[src/rail_residual_consts.svh]
// Offsets, field positions, reset values and timing counts of the
// rail residual-voltage flag block.
// Assumes one 25 MHz core clock and an AXI4-Lite register bus.
`ifndef RAIL_RESIDUAL_CONSTS_SVH
`define RAIL_RESIDUAL_CONSTS_SVH

// ****************************************
// Register indices and byte addresses
// ****************************************
`define FLAGS_INDEX 8'h31
`define IRQ_MASK_INDEX 8'h32
`define IRQ_STATUS_INDEX 8'h33
`define FLAGS_ADDR 8'(4 * `FLAGS_INDEX)
`define IRQ_MASK_ADDR 8'(4 * `IRQ_MASK_INDEX)
`define IRQ_STATUS_ADDR 8'(4 * `IRQ_STATUS_INDEX)

// ****************************************
// Field positions
// ****************************************
`define BUCK_A_BIT 0
`define BUCK_B_BIT 1
`define BUCK_C_BIT 2
`define LDO_A_BIT 3
`define LDO_B_BIT 5

// ****************************************
// Reset values
// ****************************************
`define FLAGS_RESET 8'h00
`define IRQ_MASK_RESET 8'h00

// ****************************************
// Timing
// ****************************************
`define CLK_PERIOD_NS 40
`define DISCHARGE_SAMPLE_US 4000
`define DISCHARGE_SAMPLE_CYCLES ((`DISCHARGE_SAMPLE_US * 1000 + `CLK_PERIOD_NS - 1) / `CLK_PERIOD_NS)

// ****************************************
// Bus responses
// ****************************************
`define RESP_OKAY 2'h0
`define RESP_SLVERR 2'h2

`endif

[src/rail_residual_pkg.sv]
// Types of the rail residual-voltage flag block.
// Assumes nothing beyond the constants header.
package rail_residual_pkg;

  // ****************************************
  // One bit per monitored rail
  // ****************************************
  typedef struct packed {
    logic ldo_b;
    logic ldo_a;
    logic buck_c;
    logic buck_b;
    logic buck_a;
  } rail_set_t;

  // ****************************************
  // Register select and check sequence
  // ****************************************
  typedef enum logic [1:0] {SEL_FLAGS, SEL_MASK, SEL_STATUS, SEL_NONE} reg_sel_t;

  typedef enum logic [1:0] {CHECK_IDLE, CHECK_WAIT, CHECK_SAMPLE} check_state_t;

  // ****************************************
  // Bus response pair
  // ****************************************
  typedef struct packed {
    logic [31:0] data;
    logic [1:0] resp;
  } bus_answer_t;

endpackage : rail_residual_pkg

[src/rail_residual_flags.sv]
// Sticky residual-voltage flags for three buck and two LDO rails,
// with discharge-check sampling, AXI4-Lite access and an interrupt.
// Assumes detectors and sequencer drive inputs synchronous to aclk.
//
// Register access over AXI4-Lite and the address map were chosen for this implementation.
`timescale 1ns/100ps
`include "rail_residual_consts.svh"

module rail_residual_flags
  import rail_residual_pkg::*;
#(
  parameter int unsigned SAMPLE_CYCLES = `DISCHARGE_SAMPLE_CYCLES
)
(
  input wire logic aclk,
  input wire logic aresetn,
  input wire logic [7:0] s_axi_awaddr,
  input wire logic s_axi_awvalid,
  output logic s_axi_awready,
  input wire logic [31:0] s_axi_wdata,
  input wire logic [3:0] s_axi_wstrb,
  input wire logic s_axi_wvalid,
  output logic s_axi_wready,
  output logic [1:0] s_axi_bresp,
  output logic s_axi_bvalid,
  input wire logic s_axi_bready,
  input wire logic [7:0] s_axi_araddr,
  input wire logic s_axi_arvalid,
  output logic s_axi_arready,
  output logic [31:0] s_axi_rdata,
  output logic [1:0] s_axi_rresp,
  output logic s_axi_rvalid,
  input wire logic s_axi_rready,
  input wire rail_set_t residual_voltage,
  input wire rail_set_t rail_turn_on,
  input wire logic discharge_check_start,
  output logic discharge_check_busy,
  output logic discharge_check_done,
  output logic irq
);

  // ****************************************
  // Helpers
  // ****************************************
  function automatic reg_sel_t decode(input logic [7:0] addr);
    reg_sel_t sel;
    sel = SEL_NONE;
    if (addr == `FLAGS_ADDR)
    begin
      sel = SEL_FLAGS;
    end
    else if (addr == `IRQ_MASK_ADDR)
    begin
      sel = SEL_MASK;
    end
    else if (addr == `IRQ_STATUS_ADDR)
    begin
      sel = SEL_STATUS;
    end
    return sel;
  endfunction : decode

  // Places rail bits at their register positions, reserved bits zero
  function automatic logic [7:0] to_reg(input rail_set_t r);
    logic [7:0] v;
    v = 8'h00;
    v[`BUCK_A_BIT] = r.buck_a;
    v[`BUCK_B_BIT] = r.buck_b;
    v[`BUCK_C_BIT] = r.buck_c;
    v[`LDO_A_BIT] = r.ldo_a;
    v[`LDO_B_BIT] = r.ldo_b;
    return v;
  endfunction : to_reg

  function automatic rail_set_t from_reg(input logic [7:0] v);
    rail_set_t r;
    r.buck_a = v[`BUCK_A_BIT];
    r.buck_b = v[`BUCK_B_BIT];
    r.buck_c = v[`BUCK_C_BIT];
    r.ldo_a = v[`LDO_A_BIT];
    r.ldo_b = v[`LDO_B_BIT];
    return r;
  endfunction : from_reg

  // ****************************************
  // Storage
  // ****************************************
  rail_set_t flags;
  rail_set_t irq_mask;
  rail_set_t irq_status;
  rail_set_t sampled_hits;
  rail_set_t events;
  check_state_t check_state;
  logic [31:0] check_count;
  logic aw_held;
  logic w_held;
  logic [7:0] aw_addr;
  logic [31:0] w_data;
  logic [3:0] w_strb;
  logic do_write;
  logic do_read;
  reg_sel_t write_sel;
  reg_sel_t read_sel;
  rail_set_t write_clear;
  rail_set_t mask_value;
  logic status_read;
  bus_answer_t next_answer;

  // ****************************************
  // Discharge check sequence
  // ****************************************
  always_ff @(posedge aclk)
  begin
    if (!aresetn)
    begin
      check_state <= CHECK_IDLE;
      check_count <= 32'h0000_0000;
    end
    else
    begin
      unique case (check_state)
        CHECK_IDLE:
        begin
          check_count <= 32'h0000_0000;
          if (discharge_check_start)
          begin
            check_state <= CHECK_WAIT;
          end
        end
        CHECK_WAIT:
        begin
          check_count <= check_count + 32'h0000_0001;
          if (check_count == 32'(SAMPLE_CYCLES - 1))
          begin
            check_state <= CHECK_SAMPLE;
          end
        end
        CHECK_SAMPLE:
        begin
          check_state <= CHECK_IDLE;
        end
      endcase
    end
  end
  always_ff @(posedge aclk)
  begin
    if (!aresetn)
    begin
      discharge_check_busy <= 1'b0;
      discharge_check_done <= 1'b0;
    end
    else
    begin
      discharge_check_busy <= (check_state != CHECK_IDLE) || discharge_check_start;
      discharge_check_done <= (check_state == CHECK_SAMPLE);
    end
  end
  // Residual rails at the sample instant
  always_comb
  begin
    sampled_hits = (check_state == CHECK_SAMPLE) ? residual_voltage : '0;
    events = sampled_hits | (residual_voltage & rail_turn_on);
  end

  // ****************************************
  // Write channel
  // ****************************************
  assign do_write = aw_held && w_held && !s_axi_bvalid;
  assign write_sel = decode(aw_addr);
  always_ff @(posedge aclk)
  begin
    if (!aresetn)
    begin
      aw_held <= 1'b0;
      w_held <= 1'b0;
      aw_addr <= 8'h00;
      w_data <= 32'h0000_0000;
      w_strb <= 4'h0;
      s_axi_awready <= 1'b0;
      s_axi_wready <= 1'b0;
    end
    else
    begin
      if (s_axi_awvalid && s_axi_awready)
      begin
        aw_held <= 1'b1;
        aw_addr <= s_axi_awaddr;
      end
      else if (do_write)
      begin
        aw_held <= 1'b0;
      end
      if (s_axi_wvalid && s_axi_wready)
      begin
        w_held <= 1'b1;
        w_data <= s_axi_wdata;
        w_strb <= s_axi_wstrb;
      end
      else if (do_write)
      begin
        w_held <= 1'b0;
      end
      s_axi_awready <= !aw_held && !(s_axi_awvalid && s_axi_awready);
      s_axi_wready <= !w_held && !(s_axi_wvalid && s_axi_wready);
    end
  end

  always_ff @(posedge aclk)
  begin
    if (!aresetn)
    begin
      s_axi_bvalid <= 1'b0;
      s_axi_bresp <= `RESP_OKAY;
    end
    else if (do_write)
    begin
      s_axi_bvalid <= 1'b1;
      s_axi_bresp <= (write_sel == SEL_NONE) ? `RESP_SLVERR : `RESP_OKAY;
    end
    else if (s_axi_bready)
    begin
      s_axi_bvalid <= 1'b0;
    end
  end
  // Ones written to the flag register, only on the low byte lane
  always_comb
  begin
    write_clear = '0;
    mask_value = irq_mask;
    if (do_write && w_strb[0])
    begin
      if (write_sel == SEL_FLAGS)
      begin
        write_clear = from_reg(w_data[7:0]);
      end
      if (write_sel == SEL_MASK)
      begin
        mask_value = from_reg(w_data[7:0]);
      end
    end
  end

  // ****************************************
  // Residual flags
  // ****************************************
  // Set wins over a same-cycle clear
  always_ff @(posedge aclk)
  begin
    if (!aresetn)
    begin
      flags <= from_reg(`FLAGS_RESET);
    end
    else
    begin
      flags.buck_a <= events.buck_a | (flags.buck_a & ~write_clear.buck_a);
      flags.buck_b <= events.buck_b | (flags.buck_b & ~write_clear.buck_b);
      flags.buck_c <= events.buck_c | (flags.buck_c & ~write_clear.buck_c);
      flags.ldo_a <= events.ldo_a | (flags.ldo_a & ~write_clear.ldo_a);
      flags.ldo_b <= events.ldo_b | (flags.ldo_b & ~write_clear.ldo_b);
    end
  end

  // ****************************************
  // Interrupt
  // ****************************************
  assign status_read = do_read && (read_sel == SEL_STATUS);
  always_ff @(posedge aclk)
  begin
    if (!aresetn)
    begin
      irq_mask <= from_reg(`IRQ_MASK_RESET);
      irq_status <= '0;
      irq <= 1'b0;
    end
    else
    begin
      irq_mask <= mask_value;
      irq_status <= events | (status_read ? rail_set_t'('0) : irq_status);
      irq <= |(irq_status & irq_mask);
    end
  end

  // ****************************************
  // Read channel
  // ****************************************
  assign do_read = s_axi_arvalid && s_axi_arready;
  assign read_sel = decode(s_axi_araddr);
  always_comb
  begin
    next_answer.data = 32'h0000_0000;
    next_answer.resp = `RESP_OKAY;
    unique case (read_sel)
      SEL_FLAGS: next_answer.data = {24'h000000, to_reg(flags)};
      SEL_MASK: next_answer.data = {24'h000000, to_reg(irq_mask)};
      SEL_STATUS: next_answer.data = {24'h000000, to_reg(irq_status)};
      SEL_NONE: next_answer.resp = `RESP_SLVERR;
    endcase
  end

  always_ff @(posedge aclk)
  begin
    if (!aresetn)
    begin
      s_axi_arready <= 1'b0;
      s_axi_rvalid <= 1'b0;
      s_axi_rdata <= 32'h0000_0000;
      s_axi_rresp <= `RESP_OKAY;
    end
    else
    begin
      if (do_read)
      begin
        s_axi_arready <= 1'b0;
        s_axi_rvalid <= 1'b1;
        s_axi_rdata <= next_answer.data;
        s_axi_rresp <= next_answer.resp;
      end
      else if (s_axi_rvalid && s_axi_rready)
      begin
        s_axi_rvalid <= 1'b0;
      end
      else if (!s_axi_rvalid)
      begin
        s_axi_arready <= 1'b1;
      end
    end
  end

endmodule : rail_residual_flags

[config.mk]
export PLATFORM = sky130hd
export DESIGN_NAME = rail_residual_flags
export DESIGN_NICKNAME = d
export VERILOG_FILES = /design/src/rail_residual_pkg.sv /design/src/rail_residual_flags.sv
export VERILOG_INCLUDE_DIRS = /design/src
export SDC_FILE = /design/constraint.sdc
export NUM_CORES = 1
export LEC_CHECK = 0
export BUFFER_PORTS_ARGS = -buffer_cell sky130_fd_sc_hd__buf_2
export CAP_MARGIN = 0
export CORE_ASPECT_RATIO = 0.7
export CORE_UTILIZATION = 43
export CTS_CLUSTER_DIAMETER = 60
export CTS_CLUSTER_SIZE = 24
export DETAILED_ROUTE_END_ITERATION = 10
export GPL_ROUTABILITY_DRIVEN = 0
export PLACE_DENSITY = 0.66
export SKIP_CTS_REPAIR_TIMING = 1
export SLEW_MARGIN = 20
export SYNTH_ARGS = -nofsm -noshare
export SYNTH_HDL_FRONTEND = slang
export SYNTH_SLANG_ARGS = --single-unit
export TNS_END_PERCENT = 30
[constraint.sdc]
create_clock -name aclk -period 2.8 [get_ports aclk]
set_input_delay 0.42 -clock aclk [delete_from_list [all_inputs] [get_ports aclk]]
set_output_delay 0.42 -clock aclk [all_outputs]
set_load 0.02 [all_outputs]
==> After elaboration in Yosys (flattened, before gate mapping) <==
Index checks and enable logic that the tools add are counted.
{ "word_totals": {"ram_bits": 0, "elab_cells": 126, "regBits": 110, "latch_bits": 0, "in_bits": 70, "rom_bits": 0, "memories": 0} }
{ "classes": {"n_lt_le_gt_ge": 0, "n_eq_ne": 16, "shift": 0, "div": 0, "multipliers": 0, "reduce_logical": 30, "bitwise": 22, "muxes": 24, "add_sub_neg": 1} }
{ "ops": {"columns": ["cell", "count"], "rows": [
  ["32-bit case mux with 2 select lines", 1],
  ["8-bit == test, second input constant", 6],
  ["32-bit by 1-bit adder with 32-bit output, second input constant", 1],
  ["32-bit by 17-bit == test with 1-bit output, second input constant", 1],
  ["5-bit 2-to-1 mux", 4],
  ["6-bit case mux with 3 select lines", 1],
  ["2-bit 2-to-1 mux", 8],
  ["2-bit nonzero test", 6],
  ["5-bit AND", 2],
  ["1-bit logical AND", 10],
  ["5-bit bitwise OR", 2],
  ["1-bit 2-to-1 mux", 9],
  ["2-bit == test, second input constant", 4],
  ["1-bit inverter", 8],
  ["2-bit by 1-bit == test with 1-bit output, second input constant", 3],
  ["2-bit logical NOT", 3],
  ["2-bit case mux with 3 select lines", 1],
  ["2-bit AND reduction", 3],
  ["1-bit AND", 5],
  ["1-bit logical NOT", 5],
  ["1-bit bitwise OR", 5],
  ["5-bit OR reduction", 1],
  ["2-bit != test, second input constant", 2],
  ["2-bit OR reduction", 1],
  ["1-bit logical OR", 1]
]} }

==> Longest topological paths before layout <==
Gate-level depths: netlist (run 1).
{ "depth": {"word_depth": 10, "depth_mapped": 8, "ltp_nobuf": 6} }

==> Worst setup path before layout (run 1) <==
Ideal clock, no wire load.
{ "synth_path": {"path_type": "reg2reg", "startpoint": "register check_count[0]", "endpoint": "register check_count[20]", "slack_ns": 0.782, "n_path_buf": 1, "t_arrival_ns": 1.902, "path_stages_with_launch": 7, "required_ns": 2.684, "setup_ns": 0.116, "path_cell_list": "dfxtp_1 ha_1 nand4_4 or4_1 clkbuf_2 o311a_1 a31o_1"} }
{ "synth_between": {"elab_chain_cells": 2} }
{ "synth_rtl": {"columns": ["item", "line_no", "rtl"], "rows": [
  ["start: declaration", "rail_residual_flags.sv:94", "logic [31:0] check_count;"],
  ["start signal: assignment", "rail_residual_flags.sv:132", "check_count <= check_count + 32'h0000_0001;"],
  ["32-bit by 1-bit adder with 32-bit output", "rail_residual_flags.sv:132", null],
  ["32-bit case mux with 2 select lines", "rail_residual_flags.sv:121", "unique case (check_state)"]
]} }
No other way between the ends.
A chain may end at the register's enable or synchronous reset.

==> Worst setup path in the final report (run 1) <==
{ "layout_path": {"startpoint": "register check_state[1]", "endpoint": "register check_count[20]"} }
{ "layout_between": {"elab_chain_cells": 2, "word_cells_on_any_way": 4, "cone_classes": "eq/ne (1); mux (1); reduce/logical (2)"} }
{ "layout_rtl": {"columns": ["item", "line_no", "rtl"], "rows": [
  ["start: declaration", "rail_residual_flags.sv:93", "check_state_t check_state;"],
  ["start signal: assignment", "rail_residual_flags.sv:116", "check_state <= CHECK_IDLE;"],
  ["start signal: assignment", "rail_residual_flags.sv:127", "check_state <= CHECK_WAIT;"],
  ["start signal: assignment", "rail_residual_flags.sv:135", "check_state <= CHECK_SAMPLE;"],
  ["2-bit by 1-bit == test with 1-bit output / 2-bit logical NOT (equally long branches)", "rail_residual_flags.sv:121", null],
  ["32-bit case mux with 2 select lines / 2-bit nonzero test (equally long branches)", null, null]
]} }
Several ways; a longest one is shown, not always the timed one.

==> results of run 1 <==
[cells in the final DEF (no fill, tap or decap), drive strengths merged, types with 7 or more instances in the layout]
cell type  instances
buf               60
nand3             23
a21oi             41
clkbuf            11
or4                9
nor4               7
nor2              18
nand2b            14
a31oi              8
inv               14
nand4             12
and2               8
conb              29
o211ai             7
nand2             56
o21ai             21
dfxtp             80
mux2i             16
[how the worst max path moves through the flow]
stage	startpoint	end	slack, ps	depth (start not counted)
global placement	check_state[1]	check_count[20]	520	6
CTS	check_state[1]	check_count[20]	440	6
floorplan	check_count[0]	check_count[20]	780	6
finish	check_state[1]	check_count[20]	450	6
detailed placement	check_state[1]	check_count[20]	460	6
global route	check_state[1]	check_count[21]	270	6
[worst register-to-register path, delay by kind of cell, from the launching register on]
family,cells,cell delay (ps)
flip-flops,1,310
AO/OA/AOI/OAI,2,580
AND/OR/NAND/NOR,1,680
buffers and inverters,2,190
adder cells (fa/ha/maj),1,480
[power by group through the flow]
stage	combinational [W]	sequential [W]	clock (W)
floorplan	0.000269	0.00124	0
global placement	0.000338	0.00123	0
detailed placement	0.000345	0.00123	0
CTS	0.000348	0.00121	0.00120
global route	0.000389	0.00121	0.00124
finish	0.000348	0.00121	0.00117
[flip-flops by register name, indices dropped and copies added, names as in the netlist, 2 cells and up]
register	count
aw_addr	8
check_count	32
check_state	2
flags	5
irq_mask	5
irq_status	5
s_axi_rdata	5
w_data	5
[synth_stat cells, types with 3 or more instances]
master / instances
nor2_1: 18
ha_1: 4
nor2b_1: 5
a41oi_1: 3
nand3b_1: 3
o211ai_1: 7
dfxtp_1: 80
nor3_1: 6
a22oi_1: 6
nand4b_1: 4
nor4_1: 7
mux2i_1: 16
nand2_1: 56
o311ai_0: 3
a311oi_1: 3
mux2_2: 5
a31oi_1: 8
a21oi_1: 41
nand4_4: 3
or3_1: 6
nand4_1: 9
and3_1: 3
clkbuf_1: 16
inv_1: 12
nand3_1: 23
buf_4: 31
and4_1: 3
or4_1: 7
and2_1: 8
nand2b_1: 14
o21ai_0: 21
[cell families after synthesis]
| logic type | synth area share |
|---|---|
| simple gates | 0.268 |
| compound gates | 0.162 |
| flops | 0.408 |
| buf+inv | 0.0931 |
| mux | 0.0551 |
| fa+ha+maj | 0.0128 |
| other cells | 0.000955 |
[layout make-up]
cell class,count,area (sq um),area share
Multi-Input combinational cell,344,2060,0.460
Sequential cell,80,1600,0.357
Timing Repair Buffer,60,315,0.0703
Clock buffer,11,243,0.0541
Tap cell,120,150,0.0335
Inverter,14,57.6,0.0128
Clock inverter,5,56.3,0.0125
[through the flow]
stage               setup slack, ps   util  hold WS, ps  power [W]
floorplan                       782      -          432    0.00150
global placement                521  0.484          444    0.00157
detailed placement              465  0.484          447    0.00158
CTS                             442  0.519          310    0.00275
global route                    265  0.519          328    0.00284
finish                          447  0.519          321    0.00273
[routing by layer]
metal	GRT usage	vias up	wire, um	part of all wire
met5	0	-	0	0
met4	0.0590	0	54	0.0063
met3	0.0635	6	563	0.065
met2	0.302	109	3620	0.42
met1	0.261	1579	4380	0.51
li1	-	1725	-	-
==> key figures, run 1 <==
Place
  – Dpl hpwl: 6080 um
  – Placed cell count: 618
  – Post-DP Area: 4190 sq um
  – Number of port buffers: 54

Setup path
  – CP max-delay cell: or4_1
  – R2R Path End: check_count[20]
  – Crit path buf inv count: 2
  – Cells along the critical path: inv_1 -> ha_1 -> inv_6 -> or4_1 -> o311a_1 -> a31o_1
  – Worst endpoint data arrival time: 2580 ps
  – R2R setup slack: 450 ps
  – Worst path max stage delay: 680 ps
  – Reg2reg path depth: 6
  – Worst Path Required: slightly above 3000 ps
  – CP endpoint kind: flip-flop
  – Top delay family on crit path: simple AND/OR/NAND/NOR gates
  – CP Launch Type: flip-flop
  – R2r startpoint: check_state[1]
  – WS Path Type: flip-flop to flip-flop
  – Worst Path Max Fanout: 10

Power
  – Logic pwr share: 0.128
  – Reg power frac: 0.443
  – Peak supply drop: 0.000431 V
  – Int Power: 0.00200 W
  – Cell Pwr Density: slightly above 600 nW/um^2
  – Leakage: 1.86 nW
  – Sw Ratio: 0.268
  – Sw power: 0.000730 W
  – Clock share of power: 0.430

Clock network
  – Clock tree buffer depth: 2
  – Total CTS buffers: 9
  – TritonCTS clock tree: built
  – Clock slew at reported path FFs: ~60 ps
  – Clock sinks: 80
  – Worst-Skew Late Latency: 340 ps
  – Htree depth: 3
  – CTS root buffer: clkbuf_16

Logic synthesis
  – Prevailing post-synth register cell: dfxtp_1
  – Ys Warns: 0
  – Avg Cell Area, Syn: 8.53 sq um
  – Syn Inst Count: 460
  – Seq/Total Area, Yosys: 0.408
  – Post-synth EDFFs: 0
  – Area contributors post-synth: dfxtp_1 41%, buf_4 5.9%, nand2_1 5.4%
  – Synthesized cell area: approximately 4000 sq um
  – Post-synth top area cell: dfxtp_1
  – Netlist cell types: 54
  – Yosys reg bits: 80
  – Asr flop ratio synth: 0
  – Top cell type's share of synthesized area: 0.408

Drt
  – DR DRC count: 0
  – Vias: 3419
  – WL final: 8620 um
  – Via-per-instance ratio: 5.39
  – First-pass iteration count of the detailed router: 5
  – Routed wire length per instance: 13.6 um
  – Detail Route Antenna Nets: 0
  – Iter 0 DRT Violations: roughly 260

Floorplanning
  – Die area: around 9500 sq um
  – Cell Rows: 28
  – Core region area: about 8700 sq um
  – DIE HEIGHT: 81.9 um
  – Io pins: 114
  – Starting Density: 0.454
  – Die X: 116 um

STA
  – Final Hold Vio Count: 0
  – Worst slew margin: 0.530
  – Clk_skew: 6.13 ps
  – RSZ-0062 raised after global routing: false
  – Final setup vio count: 0
  – Fin. max-slew vios: 0
  – Tcrit/Tclk final: 0.840
  – Final TNS setup: 0 ps
  – Fmax: between 0.4 and 0.5 GHz
  – Slew @ Worst Pin: 705 ps
  – Period minus WS final: approximately 2400 ps

Run
  – Max_cap viols: 0

Layout
  – Area Growth Syn to Fin: 14.3%
  – Share of cells above drive strength 1: 0.179
  – Non-Filler Instances: between 600 and 700
  – Design area: 4490 sq um
  – Diode count: 0
  – NumNets Final: 583
  – Fill cells: between 800 and 900

GRT
  – First-pass GRT wire length: 14300 um
  – Antenna violations before repair: 0
  – GR Util All Layers: 0.196
  – Vias in the first global route: 3059
  – Grt ovf: 0
  – Pin count of the biggest net entering global routing: 53

Run status
  – Status: finished clean

Worst hold path
  – Hold Path Stages: 3
  – Worst Min Path Start: s_axi_awaddr[1]
  – Hold Path End: aw_addr[1]
  – Hold/Removal Path Class: primary input to flip-flop
(Power assumes the default switching activity.)
==> run 2, diff against run 1 <==
==> constraint.sdc (replaced) <==
create_clock -name aclk -period 2.24 [get_ports aclk]
set_input_delay 0.336 -clock aclk [delete_from_list [all_inputs] [get_ports aclk]]
set_output_delay 0.336 -clock aclk [all_outputs]
set_load 0.02 [all_outputs]
==> run 2 against run 1 <==
Compared with the run above: power increased by 22%; first-iteration DRC count shrank 13%; sequential power grew 25%; clock skew down 3.4 ps; critical endpoint is now check_count[30]; largest power group unchanged.
==> key figures, run 2 (same netlist as run 1, synthesis figures left out) <==
Run status
  – Status: finished clean

GRT
  – GR Util All Layers: 0.207
  – Pin count of the biggest net entering global routing: 53
  – First-pass GRT wire length: about 15000 um
  – Antenna violations before repair: 0
  – Vias in the first global route: 3184
  – Grt ovf: 0

Floorplanning
  – Die X: approximately 120 um
  – Die area: around 9500 sq um
  – Starting Density: 0.454
  – Cell Rows: 28
  – Core region area: 8650 sq um
  – DIE HEIGHT: approximately 82 um
  – Io pins: 114

STA
  – Clk_skew: 2.72 ps
  – Final setup vio count: 0
  – RSZ-0062 raised after global routing: false
  – Tcrit/Tclk final: 0.943
  – Fmax: 0.473 GHz
  – Final worst slack: 128 ps
  – Period minus WS final: 2110 ps
  – Final Hold Vio Count: 0
  – Final TNS setup: 0 ps
  – Worst slew margin: 0.625
  – Slew @ Worst Pin: 563 ps
  – Fin. max-slew vios: 0

Drt
  – Routed wire length per instance: 13.9 um
  – Via-per-instance ratio: 5.33
  – Vias: 3448
  – Iter 0 DRT Violations: roughly 220
  – First-pass iteration count of the detailed router: 4
  – Detail Route Antenna Nets: 0
  – DR DRC count: 0
  – WL final: 9010 um

Layout
  – Design area: 4560 sq um
  – Reg area: between 1500 and 2000 sq um
  – Max reg flops: 32
  – Largest Register: check_count
  – Commonest non-fill, non-tap cells in the layout: 80 x dfxtp_1, 56 x nand2_1, 54 x buf_2
  – Most common cell after layout, fill and taps aside: dfxtp_1
  – Fill cells: 818
  – Area occupied by multi-input gates: 2070 sq um
  – Diode count: 0
  – Non-Filler Instances: 647
  – NumNets Final: 597
  – Share of cells above drive strength 1: 0.195
  – Area Growth Syn to Fin: 16.3%
  – Top flop regs: check_count (32), aw_addr (8)

Setup path
  – CP max-delay cell: or4_1
  – CP Launch Type: flip-flop
  – WS Path Type: flip-flop to flip-flop
  – Worst endpoint data arrival time: 2380 ps
  – Worst Path Max Fanout: 6
  – R2R setup slack: 130 ps
  – Worst Path Required: roughly 2500 ps
  – CP endpoint kind: flip-flop
  – Worst path max stage delay: roughly 640 ps
  – Top delay family on crit path: simple AND/OR/NAND/NOR gates
  – Crit path buf inv count: 3
  – Cells along the critical path: inv_1 -> ha_2 -> inv_6 -> or4_1 -> buf_4 -> nor3b_1 -> mux2i_1

Place
  – Number of port buffers: 54
  – Dpl hpwl: 6500 um
  – Dpl ws: 72.1 ps
  – Placed cell count: 632
  – Post-DP Area: between 4000 and 5000 sq um

Worst hold path
  – Hold/Removal Path Class: primary input to flip-flop

Clock network
  – TritonCTS clock tree: built
  – Worst-Skew Late Latency: 330 ps
  – CTS root buffer: clkbuf_16
  – Total CTS buffers: 9
  – Clock sinks: 80
  – Clock slew at reported path FFs: roughly 60 ps
  – Clock tree buffer depth: 2
  – Htree depth: 3

Power
  – Leakage: 1.91 nW
  – Peak supply drop: 0.000480 V
  – Cell Pwr Density: 729 nW/um^2

Run
  – Max_cap viols: 0
run 2: cell type report:
cell class              count  share of cell area
multi-input cells         344               0.453
inverters                  14              0.0126
repair buffers             74              0.0921
well taps                 120              0.0329
clock buffers              15              0.0587
flip-flops and latches     80               0.351
run 2: stage by stage:
stage               hold WS (ps)   util  power [W]
floorplan                    432      -    0.00188
global placement             444  0.496    0.00201
detailed placement           453  0.496    0.00201
CTS                          227  0.527    0.00335
global route                 236  0.527    0.00348
finish                       236  0.527    0.00332
run 2: worst reg2reg max path, stage by stage (launching register included):
cell	delay [ps]
dfxtp_1	310
inv_1	90
ha_2	310
inv_6	40
or4_1	640
buf_4	200
nor3b_1	240
mux2i_1	210
run 2: path summary, 6_finish.rpt:
kind | startpoint | to | cells after the start
setup / recovery | check_state[1] | check_count[30] | 7
hold / removal | s_axi_awaddr[0] | aw_addr[0] | 3
setup reg to reg | check_state[1] | check_count[30] | 7
hold reg to reg | aw_addr[1] | aw_addr[1] | 2
run 2: per-layer routing:
| layer | global-route usage | vias to the layer above | part of all wire |
|---|---|---|---|
| li1 | - | 1730 | - |
| met1 | 0.284 | 1605 | 0.50 |
| met2 | 0.316 | 107 | 0.43 |
| met3 | 0.0502 | 6 | 0.065 |
| met4 | 0.0744 | 0 | 0.0087 |
| met5 | 0 | - | 0 |
run 2: report_power, final:
group | internal, W | switching (W) | total, W
registers | 0.00147 | 0.0000339 | 0.00151
logic | 0.000169 | 0.000317 | 0.000486
clock network | 0.000806 | 0.000526 | 0.00133
total | 0.00245 | 0.000877 | 0.00332
